$ cat src/shared/iaa_pkg.sv
// Shared constants and types of the index addressing and ALU execute unit.
// Assumes one 20 MHz core clock and a fetch stage that predecodes commands.
package iaa_pkg;
    localparam int DATA_W = 8;
    localparam int ADDR_W = 16;
    localparam int REG_SEL_W = 5;
    localparam int LIM_SEL_W = 4;
    localparam int PHYS_W = 6;
    localparam int NUM_PHYS = 44;
    localparam int NUM_IX = 4;
    localparam int CLK_PERIOD_NS = 50;

    // Visible registers below this number are banked.
    localparam logic [4:0] BANKED_LIMIT = 5'h0C;
    localparam logic [5:0] BANK_STRIDE = 6'h0C;
    // Index pointer k is the visible pair R(24+2k) low, R(25+2k) high.
    localparam logic [4:0] IX_BASE_REG = 5'h18;
    // The accumulator is R0 of the active bank.
    localparam logic [4:0] ACC_REG = 5'h00;
    localparam logic [1:0] FIXED_BASE_IX = 2'h3;
    localparam logic [7:0] REG_RESET = 8'h00;
    localparam logic [15:0] PTR_STEP = 16'h0001;

    typedef enum logic [4:0] {
        OP_MOV_RR = 5'h00,
        OP_MOV_RM = 5'h01,
        OP_MOV_MR = 5'h02,
        OP_MOV_IR = 5'h03,
        OP_MOV_IM = 5'h04,
        OP_ADD_I = 5'h05,
        OP_SUB_I = 5'h06,
        OP_ADD_A = 5'h07,
        OP_ADC_A = 5'h08,
        OP_SUB_A = 5'h09,
        OP_SBC_A = 5'h0A,
        OP_AND_I = 5'h0B,
        OP_OR_I = 5'h0C,
        OP_XOR_I = 5'h0D,
        OP_AND_A = 5'h0E,
        OP_OR_A = 5'h0F,
        OP_XOR_A = 5'h10,
        OP_INV = 5'h11,
        OP_ABSOLUTE_LONG_JUMP_IX = 5'h12
    } iaa_op_e;

    typedef enum logic [1:0] {
        AM_INDEXED = 2'h0,
        AM_IMM_REL = 2'h1,
        AM_REG_REL = 2'h2
    } iaa_amode_e;

    typedef enum logic [1:0] {
        IM_HOLD = 2'h0,
        IM_POST_DEC = 2'h1,
        IM_POST_INC = 2'h2,
        IM_PRE_INC = 2'h3
    } iaa_imode_e;

    typedef enum logic [2:0] {
        FN_ADD = 3'h0,
        FN_SUB = 3'h1,
        FN_AND = 3'h2,
        FN_OR = 3'h3,
        FN_XOR = 3'h4,
        FN_INV = 3'h5
    } iaa_fn_e;

    typedef enum logic [2:0] {
        ST_IDLE = 3'h1,
        ST_MEM_RD = 3'h2,
        ST_MEM_WR = 3'h4
    } iaa_state_e;
endpackage

$ cat src/hw/iaa_exec.sv
// Execute unit: register file, index pointers, moves, add/sub and logic.
// Assumes predecoded commands and a data memory that answers with ready.
//
// Contract
// - Four 16-bit index pointers, each a register pair, for indirect access.
// - Pointers give data byte addresses; long jump may take one as target.
// - Indexed access may hold, pre-increment, post-increment or post-decrement.
// - Reset clears all four index pointers to zero.
// - Immediate-relative address is fixed-base pointer plus unsigned immediate.
// - Register-relative address is chosen pointer plus unsigned accumulator.
// - Relative forms are decoded only for the byte move.
// - A move transfers exactly one byte between register, memory, immediate.
// - Immediate to memory uses an unmodified pointer only.
// - Immediate-relative moves use a limited register operand.
// - Arithmetic is 8-bit two's complement add and subtract only.
// - Add and subtract: with accumulator, with carry, and immediate.
// - Accumulator forms may write a separate register or memory destination.
// - The implied accumulator belongs to the selected register bank.
// - Immediate add/subtract use one register as source and destination.
// - Logic ops are 8-bit and, or, exclusive or, and invert.
// - And, or, xor take immediate or accumulator; only the accumulator forms' destination may differ.
// - Invert takes one register as both source and destination.
// - Limited operands reach the first 28 locations, 16 visible.
// - Full operands reach 32 of 44 registers; lowest twelve are banked.
// - Accumulator subtract takes accumulator from the source register.
`timescale 1ns/1ps
module iaa_exec (
    input wire logic core_clk,
    input wire logic rst,
    input wire logic cmd_valid,
    output logic cmd_ready,
    input wire iaa_pkg::iaa_op_e cmd_op,
    input wire iaa_pkg::iaa_amode_e cmd_amode,
    input wire iaa_pkg::iaa_imode_e cmd_imode,
    input wire logic [1:0] cmd_ix,
    input wire logic [4:0] cmd_src,
    input wire logic [4:0] cmd_dst,
    input wire logic cmd_dst_mem,
    input wire logic [7:0] cmd_imm,
    input wire logic bank_sel,
    output logic [15:0] dmem_addr,
    output logic [7:0] dmem_wdata,
    input wire logic [7:0] dmem_rdata,
    output logic dmem_we,
    output logic dmem_re,
    input wire logic dmem_ready,
    output logic jump_valid,
    output logic [15:0] jump_addr,
    output logic done,
    output logic flag_carry,
    output logic flag_zero,
    output logic flag_neg,
    output logic flag_ovf,
    input wire logic [5:0] peek_sel,
    output logic [7:0] peek_data
);
    import iaa_pkg::*;

    // Banked locations R0..R11 live twice, once per bank.
    function automatic logic [5:0] phys_map(input logic [4:0] r,
                                            input logic bank);
        return (r >= BANKED_LIMIT || bank) ? {1'b0, r} + BANK_STRIDE
                                           : {1'b0, r};
    endfunction

    function automatic logic [5:0] limited_map(input logic [4:0] r,
                                               input logic bank);
        return phys_map({1'b0, r[3:0]}, bank);
    endfunction

    function automatic logic [5:0] ix_low(input logic [1:0] ix,
                                          input logic bank);
        return phys_map(IX_BASE_REG + {2'b00, ix, 1'b0}, bank);
    endfunction

    logic [7:0] regs_q [NUM_PHYS], regs_d [NUM_PHYS];
    iaa_state_e state_q, state_d;
    logic [15:0] dmem_addr_q, dmem_addr_d;
    logic [7:0] dmem_wdata_q, dmem_wdata_d;
    logic dmem_we_q, dmem_we_d, dmem_re_q, dmem_re_d;
    logic [5:0] rd_p_q, rd_p_d;
    logic [1:0] upd_ix_q, upd_ix_d;
    logic [15:0] upd_ptr_q, upd_ptr_d;
    logic jump_valid_q, jump_valid_d, done_q, done_d;
    logic [15:0] jump_addr_q, jump_addr_d;
    logic [3:0] flags_q, flags_d;
    logic [7:0] peek_q;

    logic accept, is_move_mem, rel_ok;
    iaa_amode_e am;
    iaa_imode_e im;
    iaa_fn_e fn;
    logic [1:0] ix_sel;
    logic [5:0] ix_p, wr_p;
    logic [15:0] ix_val, ea, ptr_next;
    logic [7:0] acc_val, src_val, lim_src_val, lim_dst_val, full_dst_val;
    logic [7:0] offset, alu_a, alu_b, alu_res, wr_data;
    logic alu_cin, alu_cout, alu_ovf, use_alu, arith, wr_en, ptr_commit;

    assign cmd_ready = (state_q == ST_IDLE);
    assign accept = cmd_valid && cmd_ready;

    // Relative forms only ever apply to the byte move.
    assign is_move_mem = (cmd_op == OP_MOV_RM) || (cmd_op == OP_MOV_MR);
    assign rel_ok = is_move_mem && (cmd_amode != AM_INDEXED);
    assign am = rel_ok ? cmd_amode : AM_INDEXED;
    // Immediate stores and relative forms never touch the pointer.
    assign im = (rel_ok || cmd_op == OP_MOV_IM) ? IM_HOLD : cmd_imode;
    assign ix_sel = (am == AM_IMM_REL) ? FIXED_BASE_IX : cmd_ix;
    assign ix_p = ix_low(ix_sel, bank_sel);
    assign ix_val = {regs_q[ix_p + 6'h01], regs_q[ix_p]};
    // Accumulator follows the active bank.
    assign acc_val = regs_q[phys_map(ACC_REG, bank_sel)];
    assign src_val = regs_q[phys_map(cmd_src, bank_sel)];
    assign lim_src_val = regs_q[limited_map(cmd_src, bank_sel)];
    assign lim_dst_val = regs_q[limited_map(cmd_dst, bank_sel)];
    assign full_dst_val = regs_q[phys_map(cmd_dst, bank_sel)];
    assign offset = (am == AM_IMM_REL) ? cmd_imm : acc_val;

    iaa_addr_gen u_addr_gen (
        .ptr(ix_val),
        .amode(am),
        .imode(im),
        .offset(offset),
        .addr(ea),
        .ptr_next(ptr_next)
    );

    iaa_alu u_alu (
        .fn(fn),
        .a(alu_a),
        .b(alu_b),
        .cin(alu_cin),
        .res(alu_res),
        .cout(alu_cout),
        .ovf(alu_ovf)
    );

    // Operand selection for the ALU forms.
    always_comb begin
        fn = FN_ADD;
        alu_a = src_val;
        alu_b = acc_val;
        alu_cin = 1'b0;
        use_alu = 1'b1;
        arith = 1'b0;
        if (cmd_op inside {OP_ADD_I, OP_SUB_I, OP_AND_I, OP_OR_I,
                           OP_XOR_I}) begin
            alu_a = lim_dst_val;
            alu_b = cmd_imm;
        end
        case (cmd_op)
            OP_ADD_I, OP_ADD_A: arith = 1'b1;
            OP_ADC_A: begin
                alu_cin = flags_q[0];
                arith = 1'b1;
            end
            OP_SUB_I, OP_SUB_A: begin
                fn = FN_SUB;
                arith = 1'b1;
            end
            OP_SBC_A: begin
                fn = FN_SUB;
                alu_cin = flags_q[0];
                arith = 1'b1;
            end
            OP_AND_I, OP_AND_A: fn = FN_AND;
            OP_OR_I, OP_OR_A: fn = FN_OR;
            OP_XOR_I, OP_XOR_A: fn = FN_XOR;
            OP_INV: begin
                fn = FN_INV;
                alu_a = full_dst_val;
            end
            default: use_alu = 1'b0;
        endcase
    end

    // Command sequencing and register writeback.
    always_comb begin
        state_d = state_q;
        dmem_addr_d = dmem_addr_q;
        dmem_wdata_d = dmem_wdata_q;
        dmem_we_d = dmem_we_q;
        dmem_re_d = dmem_re_q;
        rd_p_d = rd_p_q;
        upd_ix_d = upd_ix_q;
        upd_ptr_d = upd_ptr_q;
        jump_valid_d = 1'b0;
        jump_addr_d = jump_addr_q;
        done_d = 1'b0;
        flags_d = flags_q;
        wr_en = 1'b0;
        wr_p = phys_map(cmd_dst, bank_sel);
        wr_data = alu_res;
        ptr_commit = 1'b0;
        case (state_q)
            ST_IDLE: begin
                if (accept) begin
                    upd_ix_d = ix_sel;
                    upd_ptr_d = ptr_next;
                    dmem_addr_d = ea;
                    if (use_alu) begin
                        flags_d[1] = (alu_res == 8'h00);
                        flags_d[2] = alu_res[7];
                        flags_d[3] = arith ? alu_ovf : 1'b0;
                        if (arith) begin
                            flags_d[0] = alu_cout;
                        end
                    end
                    case (cmd_op)
                        OP_MOV_RR: begin
                            wr_en = 1'b1;
                            wr_data = src_val;
                            done_d = 1'b1;
                        end
                        OP_MOV_IR: begin
                            wr_en = 1'b1;
                            wr_p = limited_map(cmd_dst, bank_sel);
                            wr_data = cmd_imm;
                            done_d = 1'b1;
                        end
                        OP_MOV_RM: begin
                            // Limited source for immediate-relative.
                            dmem_wdata_d = (am == AM_IMM_REL) ? lim_src_val
                                                              : src_val;
                            dmem_we_d = 1'b1;
                            state_d = ST_MEM_WR;
                        end
                        OP_MOV_IM: begin
                            dmem_wdata_d = cmd_imm;
                            dmem_we_d = 1'b1;
                            state_d = ST_MEM_WR;
                        end
                        OP_MOV_MR: begin
                            rd_p_d = (am == AM_IMM_REL)
                                     ? limited_map(cmd_dst, bank_sel)
                                     : phys_map(cmd_dst, bank_sel);
                            dmem_re_d = 1'b1;
                            state_d = ST_MEM_RD;
                        end
                        OP_ADD_I, OP_SUB_I, OP_AND_I, OP_OR_I,
                        OP_XOR_I: begin
                            wr_en = 1'b1;
                            wr_p = limited_map(cmd_dst, bank_sel);
                            done_d = 1'b1;
                        end
                        OP_INV: begin
                            wr_en = 1'b1;
                            done_d = 1'b1;
                        end
                        OP_ABSOLUTE_LONG_JUMP_IX: begin
                            // Pointer read as an instruction word address.
                            jump_addr_d = ix_val;
                            jump_valid_d = 1'b1;
                            done_d = 1'b1;
                        end
                        default: begin
                            // Accumulator forms write memory or a register.
                            if (cmd_dst_mem) begin
                                dmem_wdata_d = alu_res;
                                dmem_we_d = 1'b1;
                                state_d = ST_MEM_WR;
                            end else begin
                                wr_en = 1'b1;
                                done_d = 1'b1;
                            end
                        end
                    endcase
                end
            end
            ST_MEM_RD, ST_MEM_WR: begin
                if (dmem_ready) begin
                    wr_en = dmem_re_q;
                    wr_p = rd_p_q;
                    wr_data = dmem_rdata;
                    ptr_commit = 1'b1;
                    dmem_we_d = 1'b0;
                    dmem_re_d = 1'b0;
                    done_d = 1'b1;
                    state_d = ST_IDLE;
                end
            end
            default: begin
                dmem_we_d = 1'b0;
                dmem_re_d = 1'b0;
                state_d = ST_IDLE;
            end
        endcase
    end

    // The loaded byte is written after the pointer so that it wins when
    // the destination is half of the pointer being stepped.
    always_comb begin
        logic [5:0] up;
        up = ix_low(upd_ix_q, bank_sel);
        regs_d = regs_q;
        if (ptr_commit) begin
            regs_d[up] = upd_ptr_q[7:0];
            regs_d[up + 6'h01] = upd_ptr_q[15:8];
        end
        if (wr_en) begin
            regs_d[wr_p] = wr_data;
        end
    end

    always_ff @(posedge core_clk) begin
        if (rst) begin
            // Whole file cleared, index pairs among it.
            for (int i = 0; i < NUM_PHYS; i++) begin
                regs_q[i] <= REG_RESET;
            end
            state_q <= ST_IDLE;
            dmem_addr_q <= 16'h0000;
            dmem_wdata_q <= 8'h00;
            dmem_we_q <= 1'b0;
            dmem_re_q <= 1'b0;
            rd_p_q <= 6'h00;
            upd_ix_q <= 2'h0;
            upd_ptr_q <= 16'h0000;
            jump_valid_q <= 1'b0;
            jump_addr_q <= 16'h0000;
            done_q <= 1'b0;
            flags_q <= 4'h0;
            peek_q <= 8'h00;
        end else begin
            regs_q <= regs_d;
            state_q <= state_d;
            dmem_addr_q <= dmem_addr_d;
            dmem_wdata_q <= dmem_wdata_d;
            dmem_we_q <= dmem_we_d;
            dmem_re_q <= dmem_re_d;
            rd_p_q <= rd_p_d;
            upd_ix_q <= upd_ix_d;
            upd_ptr_q <= upd_ptr_d;
            jump_valid_q <= jump_valid_d;
            jump_addr_q <= jump_addr_d;
            done_q <= done_d;
            flags_q <= flags_d;
            peek_q <= (int'(peek_sel) < NUM_PHYS) ? regs_q[peek_sel] : 8'h00;
        end
    end

    assign dmem_addr = dmem_addr_q;
    assign dmem_wdata = dmem_wdata_q;
    assign dmem_we = dmem_we_q;
    assign dmem_re = dmem_re_q;
    assign jump_valid = jump_valid_q;
    assign jump_addr = jump_addr_q;
    assign done = done_q;
    assign {flag_ovf, flag_neg, flag_zero, flag_carry} = flags_q;
    assign peek_data = peek_q;
endmodule

$ cat src/hw/iaa_addr_gen.sv
// Data address former for indexed and relative operands.
// Assumes the caller commits the returned pointer value itself.
`timescale 1ns/1ps
module iaa_addr_gen (
    input wire logic [15:0] ptr,
    input wire iaa_pkg::iaa_amode_e amode,
    input wire iaa_pkg::iaa_imode_e imode,
    input wire logic [7:0] offset,
    output logic [15:0] addr,
    output logic [15:0] ptr_next
);
    import iaa_pkg::*;

    always_comb begin
        addr = ptr;
        ptr_next = ptr;
        if (amode != AM_INDEXED) begin
            // Sixteen-bit sum wraps on its own.
            addr = ptr + {8'h00, offset};
        end else begin
            case (imode)
                IM_PRE_INC: begin
                    ptr_next = ptr + PTR_STEP;
                    addr = ptr_next;
                end
                IM_POST_INC: begin
                    ptr_next = ptr + PTR_STEP;
                end
                IM_POST_DEC: begin
                    ptr_next = ptr - PTR_STEP;
                end
                default: begin
                    ptr_next = ptr;
                end
            endcase
        end
    end
endmodule

$ cat src/hw/iaa_alu.sv
// Eight-bit add, subtract and logic unit.
// Assumes carry in means borrow for subtraction.
`timescale 1ns/1ps
module iaa_alu (
    input wire iaa_pkg::iaa_fn_e fn,
    input wire logic [7:0] a,
    input wire logic [7:0] b,
    input wire logic cin,
    output logic [7:0] res,
    output logic cout,
    output logic ovf
);
    import iaa_pkg::*;

    logic [8:0] wide;

    always_comb begin
        wide = 9'h000;
        res = 8'h00;
        cout = 1'b0;
        ovf = 1'b0;
        case (fn)
            FN_ADD: begin
                // Signed overflow when like signs give an unlike sum.
                wide = {1'b0, a} + {1'b0, b} + {8'h00, cin};
                res = wide[7:0];
                cout = wide[8];
                ovf = (a[7] == b[7]) && (res[7] != a[7]);
            end
            FN_SUB: begin
                wide = {1'b0, a} - {1'b0, b} - {8'h00, cin};
                res = wide[7:0];
                cout = wide[8];
                ovf = (a[7] != b[7]) && (res[7] != a[7]);
            end
            FN_AND: res = a & b;
            FN_OR: res = a | b;
            FN_XOR: res = a ^ b;
            FN_INV: res = ~a;
            default: res = a;
        endcase
    end
endmodule

$ cat config.mk
export PLATFORM = sky130hd
export DESIGN_NAME = iaa_exec
export DESIGN_NICKNAME = d
export VERILOG_FILES = /design/src/shared/iaa_pkg.sv /design/src/hw/iaa_exec.sv /design/src/hw/iaa_addr_gen.sv /design/src/hw/iaa_alu.sv
export SDC_FILE = /design/constraint.sdc
export NUM_CORES = 2
export LEC_CHECK = 0
export BUFFER_PORTS_ARGS = -buffer_cell sky130_fd_sc_hd__buf_2
export CAP_MARGIN = 20
export CORE_ASPECT_RATIO = 1.1
export CORE_MARGIN = 2
export CORE_UTILIZATION = 40
export CTS_CLUSTER_DIAMETER = 30
export DETAILED_ROUTE_END_ITERATION = 6
export SLEW_MARGIN = 15
export SYNTH_ARGS = -nofsm -noshare
export SYNTH_HDL_FRONTEND = slang
export SYNTH_SLANG_ARGS = --single-unit
$ cat constraint.sdc
create_clock -name core_clk -period 11 [get_ports core_clk]
set_clock_uncertainty 0.05 [all_clocks]
set_input_delay 1.1 -clock core_clk [delete_from_list [all_inputs] [get_ports core_clk]]
set_output_delay 1.1 -clock core_clk [all_outputs]
set_load 0.03 [all_outputs]
==> key figures <==
Logic synthesis
  • Post-synthesis mux area share: 26.08%
  • Post-synthesis xor/xnor area fraction: 1.161%
  • Number of synthesized flops with an enable pin: 0
  • Syn Area/Cell: 9.293 um^2
  • Cells after Synth: 3318
  • Compound-cell area share of the yosys netlist: 22.09%
  • Top-area cell type share of the netlist area: 28.24%
  • Top cells by area, synth: dfxtp_1 (28%), mux4_2 (20%), a211oi_1 (10%), nor2_1 (5.9%), mux2i_1 (2.9%)
  • Synth Register Bits: 435
  • Main flop type after synthesis: dfxtp_1
  • Synth warn: 0
  • Largest family of logic cells by synthesized area: multiplexers
  • Synth Area in Simple Gates: 14.92%
  • Synth area leader: dfxtp_1
  • Adder-cell area share of the yosys netlist: 2.069%
  • Sequential-to-total area share from yosys stat: 28.24%
  • Async set or reset register ratio after synthesis: 0%
  • Syn Nets: 3415
  • Post-Syn Area: 0.03083 mm^2
  • Post-synth cell types: 104

Placed design
  • Post-DP HPWL: 89.88 mm
  • Routability cong.: 1.032
  • IO Port Bufs: 105

Clock tree
  • Setup bufs post-CTS: 0
  • Clock buffer depth: 3
  • H-tree depth: 3
  • Root buf cell: clkbuf_16
  • Clock sinks: 435
  • Hold buffers post-CTS: 0
  • CTS buffer count: 98
  • Worst-Skew Late Latency: 0.68 ns
  • Post-cts sizing count: 0
  • Clk slew on worst S/H paths: 0.05 ns
  • CTS tree: built

Worst setup path
  • WP buf/inv: 3
  • Critical path cell sequence: buf_2 -> ha_1 -> or3b_1 -> a21oi_2 -> nor2_4 -> mux2_2 -> a222oi_1 -> a211oi_1 -> nor3_4 -> a21o_1 -> fa_1 -> inv_1 -> fa_1 -> o21a_1 -> o21a_1 -> o21a_1 -> or3_1 -> a31oi_1 -> o221a_2 -> o21ai_0 -> a211oi_4 -> buf_4 -> a211oi_1
  • Crit path launch type: input port
  • Reg2reg start: regs_q[291]$_SDFFE_PP0P_
  • Worst EP arrival: 8.33 ns
  • Crit Path Class: input port to flop
  • CP max stage delay: 0.78 ns
  • Worst path most repeated cell: o21a_1
  • Required @ worst endpoint: 11.47 ns
  • CP endpoint kind: flop
  • CP Launch Point: cmd_dst[2]
  • Top cell family by delay on the critical path: compound AO/OA/AOI/OAI gates
  • Critical path peak fanout: 44
  • Slowest cell on crit path: a21oi_2

Detailed routing
  • WL final: 126.9 mm
  • Routed WL per cell: 28.86 um
  • Vias per Instance: 6.554
  • Pre-Repair DR Iteration Count: 6
  • Routed Antenna Nets: 0
  • DR iter-0 viols: 3870
  • Residual DRC count: 0
  • DR vias: 28820

Hold path
  • Worst Hold Class: flop to flop
  • Min-delay src: rd_p_q[2]$_SDFFE_PP0P_

Global routing
  • Largest net degree at the start of global routing: 88
  • Congestion Overflow GR: 0
  • Initial antenna violation count: 9
  • Global-route wire length before repair: 186.0 mm
  • Vias in the first global route: 26980
  • GRT Resource Usage Total: 31.62%

Floorplan
  • Die H: 295.2 um
  • Die area: 0.07933 mm^2
  • Starting Density: 40.50%
  • Die X: 268.7 um
  • Core Area: 0.07613 mm^2
  • I/O pins: 106
  • Row Count: 106

Timing
  • Setup TNS: 0 ns
  • Slew Limit Fails: 0
  • Least-Margin Pin Slew: 1.338 ns
  • Max Clk Rate: 0.1271 GHz
  • RSZ-0062 raised after global routing: false
  • Min Tclk post-route: 7.868 ns
  • Final Cycle Share: 71.52%
  • Slew margin rel.: 10.82%
  • Final setup vio count: 0
  • Final Hold Vio Count: 0

Power
  • Pwr Total: 5.501 mW
  • Maximum vdd drop: 128.4 uV
  • Power per cell area: 155.5 mW/mm^2
  • Leakage: 12.22 nW

Cells and area
  • Layout cells sized above 1: 23.70%
  • Layout area overhead: 14.76%
  • Area occupied by multi-input gates: 0.02054 mm^2
  • Nets@finish: 3385
  • Register area: 0.008708 mm^2
  • Commonest non-fill, non-tap cell in the layout: nor2_1
  • Final Util: 46.48%
  • FILL cells: 7381
  • Most frequent cells in the layout: nor2_1 (486), dfxtp_1 (435), a211oi_1 (412)

Run
  • Max_cap viols: 0

Status
  • Status: finished, final reports clean
## registers in the layout, summed over array words and instances, names as in the netlist
name        count
dmem_addr      16
dmem_re         1
dmem_wdata      8
dmem_we         1
done            1
flags_q         4
jump_addr      16
jump_valid      1
peek_data       8
rd_p_q          6
regs_q        352
state_q         3
upd_ix_q        2
upd_ptr_q      16
## per-layer routing
metal  global-route usage (%)  wire length, um  vias to the layer above
met1                    41.43            49890                    14140
met4                    15.57             6917                       10
li1                         -                -                    12670
met2                    48.16            56110                     1638
met3                    8.429            13920                      366
met5                        0               69                        -
## worst register-to-register path, stage by stage, from the launching register on
cell      delay, ns
dfxtp_1        0.32
mux4_2         0.56
and3_1         0.23
a211oi_1       0.27
a311oi_1       0.09
o21ai_0        0.26
o31ai_1        0.28
a221o_1        0.43
ha_1           0.37
ha_1           0.38
o21a_1         0.13
o21ai_0        0.29
a21oi_1        0.11
o21ai_0        0.15
o311ai_0       0.15
a211oi_1       0.39
o31a_1         0.27
o311ai_4       0.14
a211oi_4       0.26
buf_4          0.54
a211oi_1       0.22
## cell families after synthesis
logic type / after synthesis
AOI/OAI and AO/OA: 982
xor gates and xnor gates: 40
adders and majority gates: 48
buffers and inverters: 377
DFF: 435
muxes: 444
and+or+nand+nor: 992
## cell usage after synthesis (6+ instances only)
library cell	count
mux4_2	280
nor3_1	34
nor2b_1	43
o21ai_0	146
nand3b_1	6
nand4_1	11
a21boi_0	10
inv_1	66
a32oi_1	8
mux2_2	74
buf_2	109
xor2_1	18
xnor2_1	21
a21o_1	8
a211oi_1	412
o21ai_1	8
mux2i_1	89
a221oi_1	12
a22o_1	7
o21a_1	12
or3_1	16
and2_1	37
a211o_1	7
ha_1	43
clkbuf_1	150
o211ai_1	21
nor4_1	6
a22oi_1	13
dfxtp_1	435
a311oi_1	12
or2_2	9
a21oi_1	164
nand3_1	77
nand2_1	162
o31ai_1	9
nor2_2	20
nand2b_1	15
and3_1	29
buf_4	21
buf_1	24
a2bb2oi_1	8
a31oi_1	17
buf_6	6
o22ai_1	34
nor2_1	488
## stage by stage
stage / hold slack [ns] / instance area [um^2] / worst slack (ns) / std cells
global route: 0.4144 / 35380 / 2.852 / 4397
floorplan: 0.3816 / 30830 / 3.903 / 3318
CTS: 0.3999 / 35350 / 3.463 / 4393
detailed placement: 0.3935 / 31890 / 2.782 / 4210
global placement: 0.3921 / 31870 / 2.931 / 4208
finish: 0.3992 / 35390 / 3.132 / 4398
## final timing paths
kind	endpoint	slack, ns	cells past startpoint
worst max-delay path	regs_q[350]$_SDFFE_PP0P_	3.13	23
worst min-delay path	rd_p_q[2]$_SDFFE_PP0P_	0.40	2
worst max register to register	regs_q[309]$_SDFFE_PP0P_	4.93	20
worst min register to register	rd_p_q[2]$_SDFFE_PP0P_	0.40	2
## report_power, final
group / switching (mW) / total [mW] / internal [mW] / leakage (nW)
Sequential: 0.0261 / 1.63 / 1.60 / 3.51
Combinational: 0.588 / 0.835 / 0.247 / 7.03
Clock: 1.04 / 3.04 / 1.99 / 1.68
## area by class of cell
type                            count  share of cell area (%)
Tap cell                         1026                   3.628
Multi-Input combinational cell   2506                   58.05
Timing Repair Buffer              180                   3.186
Sequential cell                   435                   24.61
Clock inverter                     61                   2.136
Inverter                           67                  0.7142
Clock buffer                      122                   7.666
Antenna cell                        1                0.007072
(Power assumes the default switching activity.)
